### src/tsrel_pkg.sv
package tsrel_pkg;

  // ==========================================================================
  // register pointers
  localparam logic [7:0] REG_FEATURE  = 8'h00;
  localparam logic [7:0] REG_CONTROL  = 8'h01;
  localparam logic [7:0] REG_UPPER    = 8'h02;
  localparam logic [7:0] REG_LOWER    = 8'h03;
  localparam logic [7:0] REG_CRITICAL = 8'h04;
  localparam logic [7:0] REG_MEASURED = 8'h05;
  localparam logic [7:0] REG_MAKER    = 8'h06;
  localparam logic [7:0] REG_PART     = 8'h07;

  // ==========================================================================
  // reset values and masks
  localparam logic [15:0] FEATURE_VALUE  = 16'h007F;
  localparam logic [15:0] WRITABLE_RESET = 16'h0000;
  localparam logic [15:0] LIMIT_MASK     = 16'h1FFC;
  localparam logic [15:0] CONTROL_MASK   = 16'h07CF;
  localparam logic [7:0]  POINTER_RESET  = 8'h00;

  // ==========================================================================
  // field positions
  localparam int CFG_MODE       = 0;
  localparam int CFG_POL        = 1;
  localparam int CFG_CRIT_ONLY  = 2;
  localparam int CFG_ALERT_EN   = 3;
  localparam int CFG_STATUS     = 4;
  localparam int CFG_CLEAR      = 5;
  localparam int CFG_ALARM_LOCK = 6;
  localparam int CFG_CRIT_LOCK  = 7;
  localparam int CFG_SHUTDOWN   = 8;
  localparam int CFG_HYST_LO    = 9;
  localparam int CFG_HYST_HI    = 10;
  localparam int FEAT_SHUTDOWN_BEHAV = 7;
  localparam int TEMP_MSB       = 12;

  // ==========================================================================
  // serial address type code and timing
  localparam logic [3:0] SENSOR_TYPE_CODE = 4'h3;
  localparam int CLK_KHZ              = 250000;
  localparam int CONV_PERIOD_MS       = 100;
  localparam int CONV_PERIOD_CYCLES   = CONV_PERIOD_MS * CLK_KHZ;
  localparam int BUS_TIMEOUT_MS       = 25;
  localparam int BUS_TIMEOUT_CYCLES   = BUS_TIMEOUT_MS * CLK_KHZ;

  // ==========================================================================
  // serial engine states
  typedef enum logic [2:0] {BUS_IDLE, BUS_RX, BUS_RX_ACK, BUS_TX, BUS_TX_ACK} tsrel_bus_e;

endpackage

### src/tsrel_sync.sv
module tsrel_sync #(
  parameter int               WIDTH     = 1,
  parameter logic [WIDTH-1:0] RESET_VAL = '0
) (
  input  wire logic             clk,
  input  wire logic             srst,
  input  wire logic [WIDTH-1:0] async_in,
  output logic      [WIDTH-1:0] sync_out
);

  logic [WIDTH-1:0] stage1;

  // ==========================================================================
  // two flops per bit; stage1 feeds nothing but stage two
  generate
    for (genvar i = 0; i < WIDTH; i++)
    begin : g_bit
      always_ff @(posedge clk)
      begin
        if (srst)
        begin
          stage1[i]   <= RESET_VAL[i];
          sync_out[i] <= RESET_VAL[i];
        end
        else
        begin
          stage1[i]   <= async_in[i];
          sync_out[i] <= stage1[i];
        end
      end
    end
  endgenerate

endmodule

### src/tsrel_conv.sv
module tsrel_conv #(
  parameter int PERIOD = tsrel_pkg::CONV_PERIOD_CYCLES
) (
  input  wire logic clk,
  input  wire logic srst,
  input  wire logic shutdown,
  output logic      start
);

  localparam int CW = $clog2(PERIOD + 1);

  logic [CW-1:0] count;
  logic [CW-1:0] next_count;
  logic          next_start;

  // ==========================================================================
  // free-running period; a held-off count restarts at once on wake-up
  always_comb
  begin
    next_count = count;
    next_start = 1'b0;
    if (shutdown)
      next_count = '0;
    else if (count == '0)
    begin
      next_start = 1'b1;
      next_count = CW'(PERIOD - 1);
    end
    else
      next_count = count - 1'b1;
  end

  always_ff @(posedge clk)
  begin
    if (srst)
    begin
      count <= '0;
      start <= 1'b0;
    end
    else
    begin
      count <= next_count;
      start <= next_start;
    end
  end
endmodule

### src/tsrel_top.sv
// Function
// - start a new conversion every 100 ms, and at once on wake-up from shutdown
// - latch each result; hold the reading frozen during shutdown
// - host reads never disturb the conversion sequence
// - compare reading with high, low and critical limits to drive alert
// - writable registers reset to zero; host programs them later
// - alert disabled, polarity low after reset
// - limit writes re-evaluate alert at once while sensor enabled
// - eight 16-bit registers at pointers 0 to 7
// - pointer selects feature register after reset
// - limits are two's complement with 0.25 degree lsb
// - reading in bits 12:0, sign at bit 12, lsb 0.0625 degree
// - bits 15:13 show trip results regardless of alert settings
// - critical at or above; high strictly above; low strictly below
// - feature register read-only 0x007F, upper byte zero
// - feature bit 7 picks freeze or clear of status at shutdown
// - clear bit releases frozen status in shutdown; never sets then
// - feature bits 4:3 give resolution, 11 for 0.0625 degree
// - feature bit 6 marks bus timeout between 25 and 35 ms
// - feature bits 2, 0 and 5 mark sign, interrupt, high-voltage
// - fixed maker id at 6, part and revision id at 7
// - clear bit works in interrupt mode, not past critical; reads 0
// - lock bits sticky to reset; block limits and mode changes
module tsrel_top #(
  parameter int          CONV_PERIOD_CYCLES = tsrel_pkg::CONV_PERIOD_CYCLES,
  parameter int          BUS_TIMEOUT_CYCLES = tsrel_pkg::BUS_TIMEOUT_CYCLES,
  parameter logic [15:0] MAKER_ID           = 16'h5A5A, // arbitrary value
  parameter logic [15:0] PART_REV_ID        = 16'hC3C3  // arbitrary value
) (
  input  wire logic        CLOCK,
  input  wire logic        SRST,
  input  wire logic        SCL,
  input  wire logic        SDA_IN,
  output logic             SDA_OUT,
  output logic             SDA_OE_N,
  input  wire logic [2:0]  ADDR_SEL,
  output logic             CONV_START,
  input  wire logic        CONV_DONE,
  input  wire logic [12:0] CONV_DATA,
  output logic             EVENT_OUT,
  output logic             EVENT_OE_N
);

  localparam int TW = $clog2(BUS_TIMEOUT_CYCLES + 1);

  logic [4:0]  pins_s;
  logic        scl_s, sda_s, scl_q, sda_q;
  logic        scl_rise, scl_fall, bus_start, bus_stop;
  tsrel_pkg::tsrel_bus_e state, next_state;
  logic [3:0]  bit_cnt, next_bit_cnt;
  logic [7:0]  shift, next_shift, pointer, next_pointer, wr_msb, next_wr_msb;
  logic [1:0]  byte_idx, next_byte_idx;
  logic        read_mode, next_read_mode, tx_low, next_tx_low;
  logic        next_sda_oe_n, wr_en, next_wr_en, addr_hit;
  logic [15:0] tx_word, next_tx_word, rd_word, wr_word;
  logic [7:0]  tx_byte;
  logic [TW-1:0] idle_cnt, next_idle_cnt;
  logic [15:0] cfg, next_cfg, upper, next_upper, lower, next_lower, crit, next_crit;
  logic [12:0] temp, next_temp;
  logic        temp_valid, next_temp_valid, shutdown, any_lock, clear_req;
  logic        crit_trip, high_trip, low_trip, cond, prev_cond, next_prev_cond;
  logic        status, next_status, next_event_oe_n, shutdown_alert_behaviour;

  // ==========================================================================
  // pin synchronisers and conversion pacing
  tsrel_sync #(.WIDTH(5), .RESET_VAL(5'h1F)) u_sync (
    .clk      (CLOCK),
    .srst     (SRST),
    .async_in ({ADDR_SEL, SDA_IN, SCL}),
    .sync_out (pins_s)
  );

  // conversion runs on its own counter; bus traffic touches it only through the shutdown bit
  tsrel_conv #(.PERIOD(CONV_PERIOD_CYCLES)) u_conv (
    .clk      (CLOCK),
    .srst     (SRST),
    .shutdown (shutdown),
    .start    (CONV_START)
  );

  // ==========================================================================
  // serial engine
  assign scl_s     = pins_s[0];
  assign sda_s     = pins_s[1];
  assign scl_rise  = scl_s & ~scl_q;
  assign scl_fall  = ~scl_s & scl_q;
  assign bus_start = scl_s & scl_q & sda_q & ~sda_s;
  assign bus_stop  = scl_s & scl_q & ~sda_q & sda_s;
  assign addr_hit  = (shift[7:4] == tsrel_pkg::SENSOR_TYPE_CODE) && (shift[3:1] == pins_s[4:2]);
  assign tx_byte   = tx_low ? tx_word[7:0] : tx_word[15:8];
  assign wr_word   = {wr_msb, shift};

  // byte framing, ack slots, pointer and write capture
  always_comb
  begin
    next_state     = state;
    next_bit_cnt   = bit_cnt;
    next_shift     = shift;
    next_byte_idx  = byte_idx;
    next_read_mode = read_mode;
    next_pointer   = pointer;
    next_wr_msb    = wr_msb;
    next_tx_word   = tx_word;
    next_tx_low    = tx_low;
    next_sda_oe_n  = SDA_OE_N;
    next_wr_en     = 1'b0;
    next_idle_cnt  = (state != tsrel_pkg::BUS_IDLE && !scl_s) ? idle_cnt + 1'b1 : '0;
    if (bus_start)
    begin
      next_state    = tsrel_pkg::BUS_RX;
      next_bit_cnt  = 4'h0;
      next_byte_idx = 2'h0;
      next_sda_oe_n = 1'b1;
    end
    // a stalled master is dropped once the clock stays low too long
    else if (bus_stop || idle_cnt == TW'(BUS_TIMEOUT_CYCLES))
    begin
      next_state    = tsrel_pkg::BUS_IDLE;
      next_sda_oe_n = 1'b1;
    end
    else
    begin
      case (state)
        tsrel_pkg::BUS_RX:
          if (scl_rise)
          begin
            next_shift   = {shift[6:0], sda_s};
            next_bit_cnt = bit_cnt + 4'h1;
          end
          else if (scl_fall && bit_cnt == 4'h8)
          begin
            next_bit_cnt = 4'h0;
            if (byte_idx != 2'h0 || addr_hit)
            begin
              next_state    = tsrel_pkg::BUS_RX_ACK;
              next_sda_oe_n = 1'b0;
              case (byte_idx)
                2'h0:    next_read_mode = shift[0];
                2'h1:    next_pointer = shift;
                2'h2:    next_wr_msb = shift;
                default: next_wr_en = 1'b1;
              endcase
            end
            else
              next_state = tsrel_pkg::BUS_IDLE;
          end
        tsrel_pkg::BUS_RX_ACK:
          if (scl_fall)
          begin
            if (byte_idx == 2'h0 && read_mode)
            begin
              // snapshot whole word so both bytes match
              next_state    = tsrel_pkg::BUS_TX;
              next_tx_word  = rd_word;
              next_tx_low   = 1'b0;
              next_sda_oe_n = rd_word[15];
              next_bit_cnt  = 4'h1;
            end
            else
            begin
              next_state    = tsrel_pkg::BUS_RX;
              next_sda_oe_n = 1'b1;
              next_byte_idx = (byte_idx == 2'h3) ? 2'h2 : byte_idx + 2'h1;
            end
          end
        tsrel_pkg::BUS_TX:
          if (scl_fall)
          begin
            if (bit_cnt == 4'h8)
            begin
              next_state    = tsrel_pkg::BUS_TX_ACK;
              next_sda_oe_n = 1'b1;
            end
            else
            begin
              next_sda_oe_n = tx_byte[~bit_cnt[2:0]];
              next_bit_cnt  = bit_cnt + 4'h1;
            end
          end
        tsrel_pkg::BUS_TX_ACK:
          if (scl_rise && sda_s)
            next_state = tsrel_pkg::BUS_IDLE;
          else if (scl_fall)
          begin
            next_state   = tsrel_pkg::BUS_TX;
            next_bit_cnt = 4'h1;
            next_tx_low  = ~tx_low;
            if (tx_low)
            begin
              next_tx_word  = rd_word;
              next_sda_oe_n = rd_word[15];
            end
            else
              next_sda_oe_n = tx_word[7];
          end
        default:
          next_state = tsrel_pkg::BUS_IDLE;
      endcase
    end
  end

  always_ff @(posedge CLOCK)
  begin
    if (SRST)
    begin
      state     <= tsrel_pkg::BUS_IDLE;
      bit_cnt   <= 4'h0;
      shift     <= 8'h00;
      byte_idx  <= 2'h0;
      read_mode <= 1'b0;
      pointer   <= tsrel_pkg::POINTER_RESET;
      wr_msb    <= 8'h00;
      tx_word   <= 16'h0000;
      tx_low    <= 1'b0;
      wr_en     <= 1'b0;
      idle_cnt  <= '0;
      scl_q     <= 1'b1;
      sda_q     <= 1'b1;
      SDA_OE_N  <= 1'b1;
      SDA_OUT   <= 1'b0;
    end
    else
    begin
      state     <= next_state;
      bit_cnt   <= next_bit_cnt;
      shift     <= next_shift;
      byte_idx  <= next_byte_idx;
      read_mode <= next_read_mode;
      pointer   <= next_pointer;
      wr_msb    <= next_wr_msb;
      tx_word   <= next_tx_word;
      tx_low    <= next_tx_low;
      wr_en     <= next_wr_en;
      idle_cnt  <= next_idle_cnt;
      scl_q     <= scl_s;
      sda_q     <= sda_s;
      SDA_OE_N  <= next_sda_oe_n;
      SDA_OUT   <= 1'b0;
    end
  end

  // ==========================================================================
  // register file
  assign shutdown  = cfg[tsrel_pkg::CFG_SHUTDOWN];
  assign any_lock  = cfg[tsrel_pkg::CFG_ALARM_LOCK] | cfg[tsrel_pkg::CFG_CRIT_LOCK];
  assign clear_req = wr_en && pointer == tsrel_pkg::REG_CONTROL && wr_word[tsrel_pkg::CFG_CLEAR];
  assign shutdown_alert_behaviour = tsrel_pkg::FEATURE_VALUE[tsrel_pkg::FEAT_SHUTDOWN_BEHAV];

  // read mux; unmapped pointers read zero
  always_comb
  begin
    case (pointer)
      tsrel_pkg::REG_FEATURE:  rd_word = tsrel_pkg::FEATURE_VALUE;
      tsrel_pkg::REG_CONTROL:  rd_word = cfg | (16'(status) << tsrel_pkg::CFG_STATUS);
      tsrel_pkg::REG_UPPER:    rd_word = upper;
      tsrel_pkg::REG_LOWER:    rd_word = lower;
      tsrel_pkg::REG_CRITICAL: rd_word = crit;
      tsrel_pkg::REG_MEASURED: rd_word = {crit_trip, high_trip, low_trip, temp};
      tsrel_pkg::REG_MAKER:    rd_word = MAKER_ID;
      tsrel_pkg::REG_PART:     rd_word = PART_REV_ID;
      default:                 rd_word = 16'h0000;
    endcase
  end

  // writes honour locks; a frozen reading ignores results
  always_comb
  begin
    next_cfg        = cfg;
    next_upper      = upper;
    next_lower      = lower;
    next_crit       = crit;
    next_temp       = temp;
    next_temp_valid = temp_valid;
    if (CONV_DONE && !shutdown)
    begin
      next_temp       = CONV_DATA;
      next_temp_valid = 1'b1;
    end
    if (wr_en)
    begin
      case (pointer)
        tsrel_pkg::REG_CONTROL:
        begin
          next_cfg = wr_word & tsrel_pkg::CONTROL_MASK;
          next_cfg[tsrel_pkg::CFG_ALARM_LOCK] = wr_word[6] | cfg[6];
          next_cfg[tsrel_pkg::CFG_CRIT_LOCK]  = wr_word[7] | cfg[7];
          if (cfg[tsrel_pkg::CFG_ALARM_LOCK])
            next_cfg[tsrel_pkg::CFG_CRIT_ONLY] = wr_word[2] & cfg[2];
          if (any_lock)
          begin
            next_cfg[1:0]  = cfg[1:0];
            next_cfg[3]    = cfg[3];
            next_cfg[10:9] = cfg[10:9];
            next_cfg[8]    = wr_word[8] & cfg[8];
          end
        end
        tsrel_pkg::REG_UPPER:
          if (!cfg[tsrel_pkg::CFG_ALARM_LOCK])
            next_upper = wr_word & tsrel_pkg::LIMIT_MASK;
        tsrel_pkg::REG_LOWER:
          if (!cfg[tsrel_pkg::CFG_ALARM_LOCK])
            next_lower = wr_word & tsrel_pkg::LIMIT_MASK;
        tsrel_pkg::REG_CRITICAL:
          if (!cfg[tsrel_pkg::CFG_CRIT_LOCK])
            next_crit = wr_word & tsrel_pkg::LIMIT_MASK;
        default: ; // read-only and unmapped pointers ignore writes
      endcase
    end
  end

  always_ff @(posedge CLOCK)
  begin
    if (SRST)
    begin
      cfg        <= tsrel_pkg::WRITABLE_RESET;
      upper      <= tsrel_pkg::WRITABLE_RESET;
      lower      <= tsrel_pkg::WRITABLE_RESET;
      crit       <= tsrel_pkg::WRITABLE_RESET;
      temp       <= 13'h0000;
      temp_valid <= 1'b0;
    end
    else
    begin
      cfg        <= next_cfg;
      upper      <= next_upper;
      lower      <= next_lower;
      crit       <= next_crit;
      temp       <= next_temp;
      temp_valid <= next_temp_valid;
    end
  end

  // ==========================================================================
  // trip compare and alert; live compare lets limit writes act at once
  assign crit_trip = temp_valid && $signed(temp) >= $signed(crit[12:0]);
  assign high_trip = temp_valid && $signed(temp) > $signed(upper[12:0]);
  assign low_trip  = temp_valid && $signed(temp) < $signed(lower[12:0]);
  assign cond      = cfg[tsrel_pkg::CFG_CRIT_ONLY] ? crit_trip : (crit_trip | high_trip | low_trip);

  always_comb
  begin
    next_prev_cond = cond;
    next_status    = status;
    if (!cfg[tsrel_pkg::CFG_ALERT_EN])
      next_status = 1'b0;
    else if (shutdown)
    begin
      if (shutdown_alert_behaviour || clear_req)
        next_status = 1'b0;
    end
    else if (!cfg[tsrel_pkg::CFG_MODE])
      next_status = cond;
    else
    begin
      if (clear_req && !crit_trip)
        next_status = 1'b0;
      if (cond && !prev_cond)
        next_status = 1'b1; // new event beats same-cycle clear
    end
    next_event_oe_n = ~(cfg[tsrel_pkg::CFG_POL] ? ~status : status);
  end

  always_ff @(posedge CLOCK)
  begin
    if (SRST)
    begin
      status     <= 1'b0;
      prev_cond  <= 1'b0;
      EVENT_OE_N <= 1'b1;
      EVENT_OUT  <= 1'b0;
    end
    else
    begin
      status     <= next_status;
      prev_cond  <= next_prev_cond;
      EVENT_OE_N <= next_event_oe_n;
      EVENT_OUT  <= 1'b0;
    end
  end

  // ==========================================================================
  // checks
  logic [31:0] gap;
  always_ff @(posedge CLOCK)
  begin
    if (SRST || CONV_START || shutdown)
      gap <= 32'h0000_0000;
    else
      gap <= gap + 32'h0000_0001;
  end
endmodule

### config.mk
export PLATFORM = sky130hd
export DESIGN_NAME = tsrel_top
export DESIGN_NICKNAME = d
export VERILOG_FILES = /design/src/tsrel_pkg.sv /design/src/tsrel_sync.sv /design/src/tsrel_conv.sv /design/src/tsrel_top.sv
export SDC_FILE = /design/constraint.sdc
export NUM_CORES = 1
export LEC_CHECK = 0
export BUFFER_PORTS_ARGS = -buffer_cell sky130_fd_sc_hd__buf_2
export CAP_MARGIN = 40
export CORE_UTILIZATION = 56
export DETAILED_ROUTE_END_ITERATION = 7
export PLACE_DENSITY = 0.76
export SLEW_MARGIN = 40
export SYNTH_ARGS = -nofsm -noshare
export SYNTH_HDL_FRONTEND = slang
export SYNTH_SLANG_ARGS = --single-unit
### constraint.sdc
create_clock -name CLOCK -period 2.25 [get_ports CLOCK]
set_input_delay 0.1125 -clock CLOCK [delete_from_list [all_inputs] [get_ports CLOCK]]
set_output_delay 0.1125 -clock CLOCK [all_outputs]
set_load 0.05 [all_outputs]
==> flow_summary.json <==
{
  "fin_area_um2": 9860,
  "regToRegEndpoint": "tx_word[15]",
  "clk_pin_slew_ns": 0.06,
  "vias": 7454,
  "antenna_found_initial": 0,
  "fmax_ghz": 0.448,
  "cpLargestDelayFamily": "compound AO/OA/AOI/OAI gates",
  "combPwrFrac_pct": 17.6,
  "ys_warn_count": 0,
  "cts_buffers": 17,
  "pin_count": 26,
  "min_from": "SRST",
  "setup_ws_ns": 0.0164,
  "coreArea_um2": 14600,
  "dp.cells": 1208,
  "fin_cells": 1258,
  "dp_slack_ns": -0.0421,
  "worst_slew_pin_slew_ns": 0.514,
  "fp.dieW_um": 124,
  "clock_power_share_pct": 37.9,
  "finalSetupTns_ns": 0,
  "seq_power_share_pct": 44.5,
  "avgRoutedWirePerCell_um": 16.6,
  "rows": 44,
  "detail_route.first_pass.iterations": 6,
  "synth_top_area_share_pct": 40.6,
  "maxCapViolCount": 0,
  "p_per_area_nw_per_um2": 768,
  "ys_ff_latch": 170,
  "r2r-start": "temp[12]",
  "drt-initial-drc-count": 645,
  "grt_pass1_wl_um": 34200,
  "layout_commonest_cell": "dfxtp_1",
  "period_share_pct": 99.3,
  "ant_nets": 0,
  "grt_max_degree": 48,
  "finalClockSkew_ns": 0.00989,
  "worstRegToRegCells": 9,
  "max-clock-path-buffers": 2,
  "die_h_um": 124,
  "synthArstFlopShare_pct": 0,
  "dieArea_um2": 15500,
  "yosysSeqAreaShare_pct": 40.6,
  "start_util_pct": 57.4,
  "critPathLaunch": "temp[12]",
  "hpwl_um": 14400,
  "endpoint_kind": "flop",
  "overflow": 0,
  "synth.avg_cell_area_um2": 8.35,
  "yosys-top-cells-area": "dfxtp_1 (41%), a21oi_1 (5.8%), ha_1 (5.7%)",
  "path_buf_inv": 2,
  "synth_ff_type": "dfxtp_1",
  "holdCritPathClass": "in2reg",
  "remaining_drc_errors": 0,
  "synthesis.area_um2": 8380,
  "cts_tree": "yes",
  "n_antenna_cell": 0,
  "p_switching_mw": 2.10,
  "layout-drive-gt1-share_pct": 15.4,
  "rsz0062_at_grt": "yes",
  "final_cell_mix": "dfxtp_1 (160), nand2_1 (123), nor2_1 (116), a21oi_1 (93), inv_1 (48)",
  "path_cells": "buf_6 > ha_4 > nand4_1 > a211o_1 > o211ai_1 > mux2i_1 > buf_4 > nand2_1 > a311oi_2",
  "portBuffers": 23,
  "htreeDepth": 4,
  "fill_cells": 1194,
  "ys_types": 72,
  "critPathKind": "reg2reg",
  "holdPathEnd": "pointer[0]",
  "nNetsFinal": 1122,
  "setup_viol": 0,
  "clockRootBuffer": "clkbuf_16",
  "p_leak_nw": 3.89,
  "cts_num_sinks": 170,
  "hold_viol": 0,
  "syn2layout_area_growth_pct": 17.6,
  "synth_edf_count": 0,
  "drv_slew": 0,
  "slew_headroom_pct": 65.6,
  "outcome": "complete, no violations",
  "whs_path_depth": 2,
  "arrival_ns": 2.57,
  "ir_drop_uv": 652,
  "gp_congestion": 0.990,
  "dpl_cell_area_um2": 8900,
  "required_ns": 2.58,
  "yosys.area.top_type": "dfxtp_1",
  "clock_latency_ns": 0.43,
  "crit_fanout": 4,
  "critPathLaunchType": "flop",
  "synth_cells": 1004,
  "cpPeakStageDelay_ns": 0.34,
  "rrSetupSlack_ns": 0.02,
  "layout_min_cycle_time_ns": 2.23,
  "wl_um": 20900,
  "switching_share_pct": 27.8,
  "vias_per_cell": 5.93,
  "grt_pass1_vias": 6952,
  "cpMaxStageDelayCell": "a211o_1",
  "intPower_mw": 5.47,
  "track_usage_pct": 27.4
}
metal layers:
metal  share of wire [%]  routed length, um  track usage [%]
met1                  45               9380             35.7
met2                  46               9590             44.1
met3                 6.5               1360             5.67
met4                 2.9                610             11.0
met5                   0                  0                0
Yosys cell counts, types with 4 or more instances:
cell,count
dfxtp_1,170
nand2_1,124
nor2_1,117
a21oi_1,97
inv_1,48
clkbuf_1,45
mux2i_1,40
nand3_1,39
ha_1,38
o21ai_0,27
nand4_1,20
xor2_1,20
xnor2_1,18
or2_2,15
nor3_1,14
and3_1,12
nand2b_1,12
nor2b_1,12
a211oi_1,11
or3_1,10
a211o_1,6
a31oi_1,5
mux4_2,5
a221o_1,4
a311oi_1,4
buf_1,4
nand3b_1,4
nor4_1,4
o2111ai_1,4
o22ai_1,4
stage by stage:
stage | power [mW] | hold slack [ns] | utilization (%)
global placement | 4.51 | 0.296 | 61.0
CTS | 7.44 | 0.123 | 66.2
detailed placement | 4.54 | 0.296 | 61.0
floorplan | 4.30 | 0.216 | -
finish | 7.57 | 0.139 | 67.6
global route | 7.90 | 0.149 | 67.6
worst max path at each step:
stage	to	slack, ns	depth (start not counted)
2_1_floorplan	u_conv.count[22]	0.1	8
3_3_place_gp	prev_cond	-0.06	8
3_5_place_dp	status	-0.04	8
4_1_cts	u_conv.count[16]	-0.007	5
5_1_grt	tx_word[15]	-0.08	9
6_report	tx_word[15]	0.02	9
power groups by stage:
stage	Combinational, mW	Clock (mW)	Sequential [mW]
after floorplan	0.924	0	3.37
after global placement	1.11	0	3.39
after CTS	1.18	2.92	3.34
after global routing	1.47	3.05	3.39
final	1.33	2.87	3.37
after detailed placement	1.14	0	3.40
what timing repair did:
item,in CTS,in global routing
pin swaps,1,7
endpoints found under the hold margin,18,0
setup endpoints to repair,7,30
setup buffers,0,1
hold buffers,18,0
gates cloned,0,1
resized for setup,4,34
cell type report:
class | instances | area, um^2 | share of cell area [%]
clock buffer | 20 | 447 | 4.53
clock inverter | 10 | 119 | 1.21
sequential | 170 | 3420 | 34.7
tap | 184 | 230 | 2.34
multi-input combinational | 733 | 4730 | 48.0
inverter | 49 | 184 | 1.87
timing repair buffer | 92 | 729 | 7.40
flip-flops by register name, summed over array words and instances (netlist names), 3 cells and up:
register	flops
bit_cnt	4
cfg	9
crit	11
idle_cnt	23
lower	11
pointer	8
shift	8
state	3
temp	13
tx_word	16
u_conv.count	25
u_sync.stage1	5
u_sync.sync_out	5
upper	11
wr_msb	5
cells by family after synthesis:
kind of cell / count (synthesis) / synth area share (%)
DFF: 170 / 40.6
xor gates and xnor gates: 38 / 3.97
buffers and inverters: 102 / 4.76
and+or+nand+nor: 406 / 23.5
muxes: 48 / 6.52
adders and majority gates: 38 / 5.67
AOI/OAI and AO/OA: 201 / 15.0
other: 1 / 0.0447
Power figures use the tool's default switching activity.
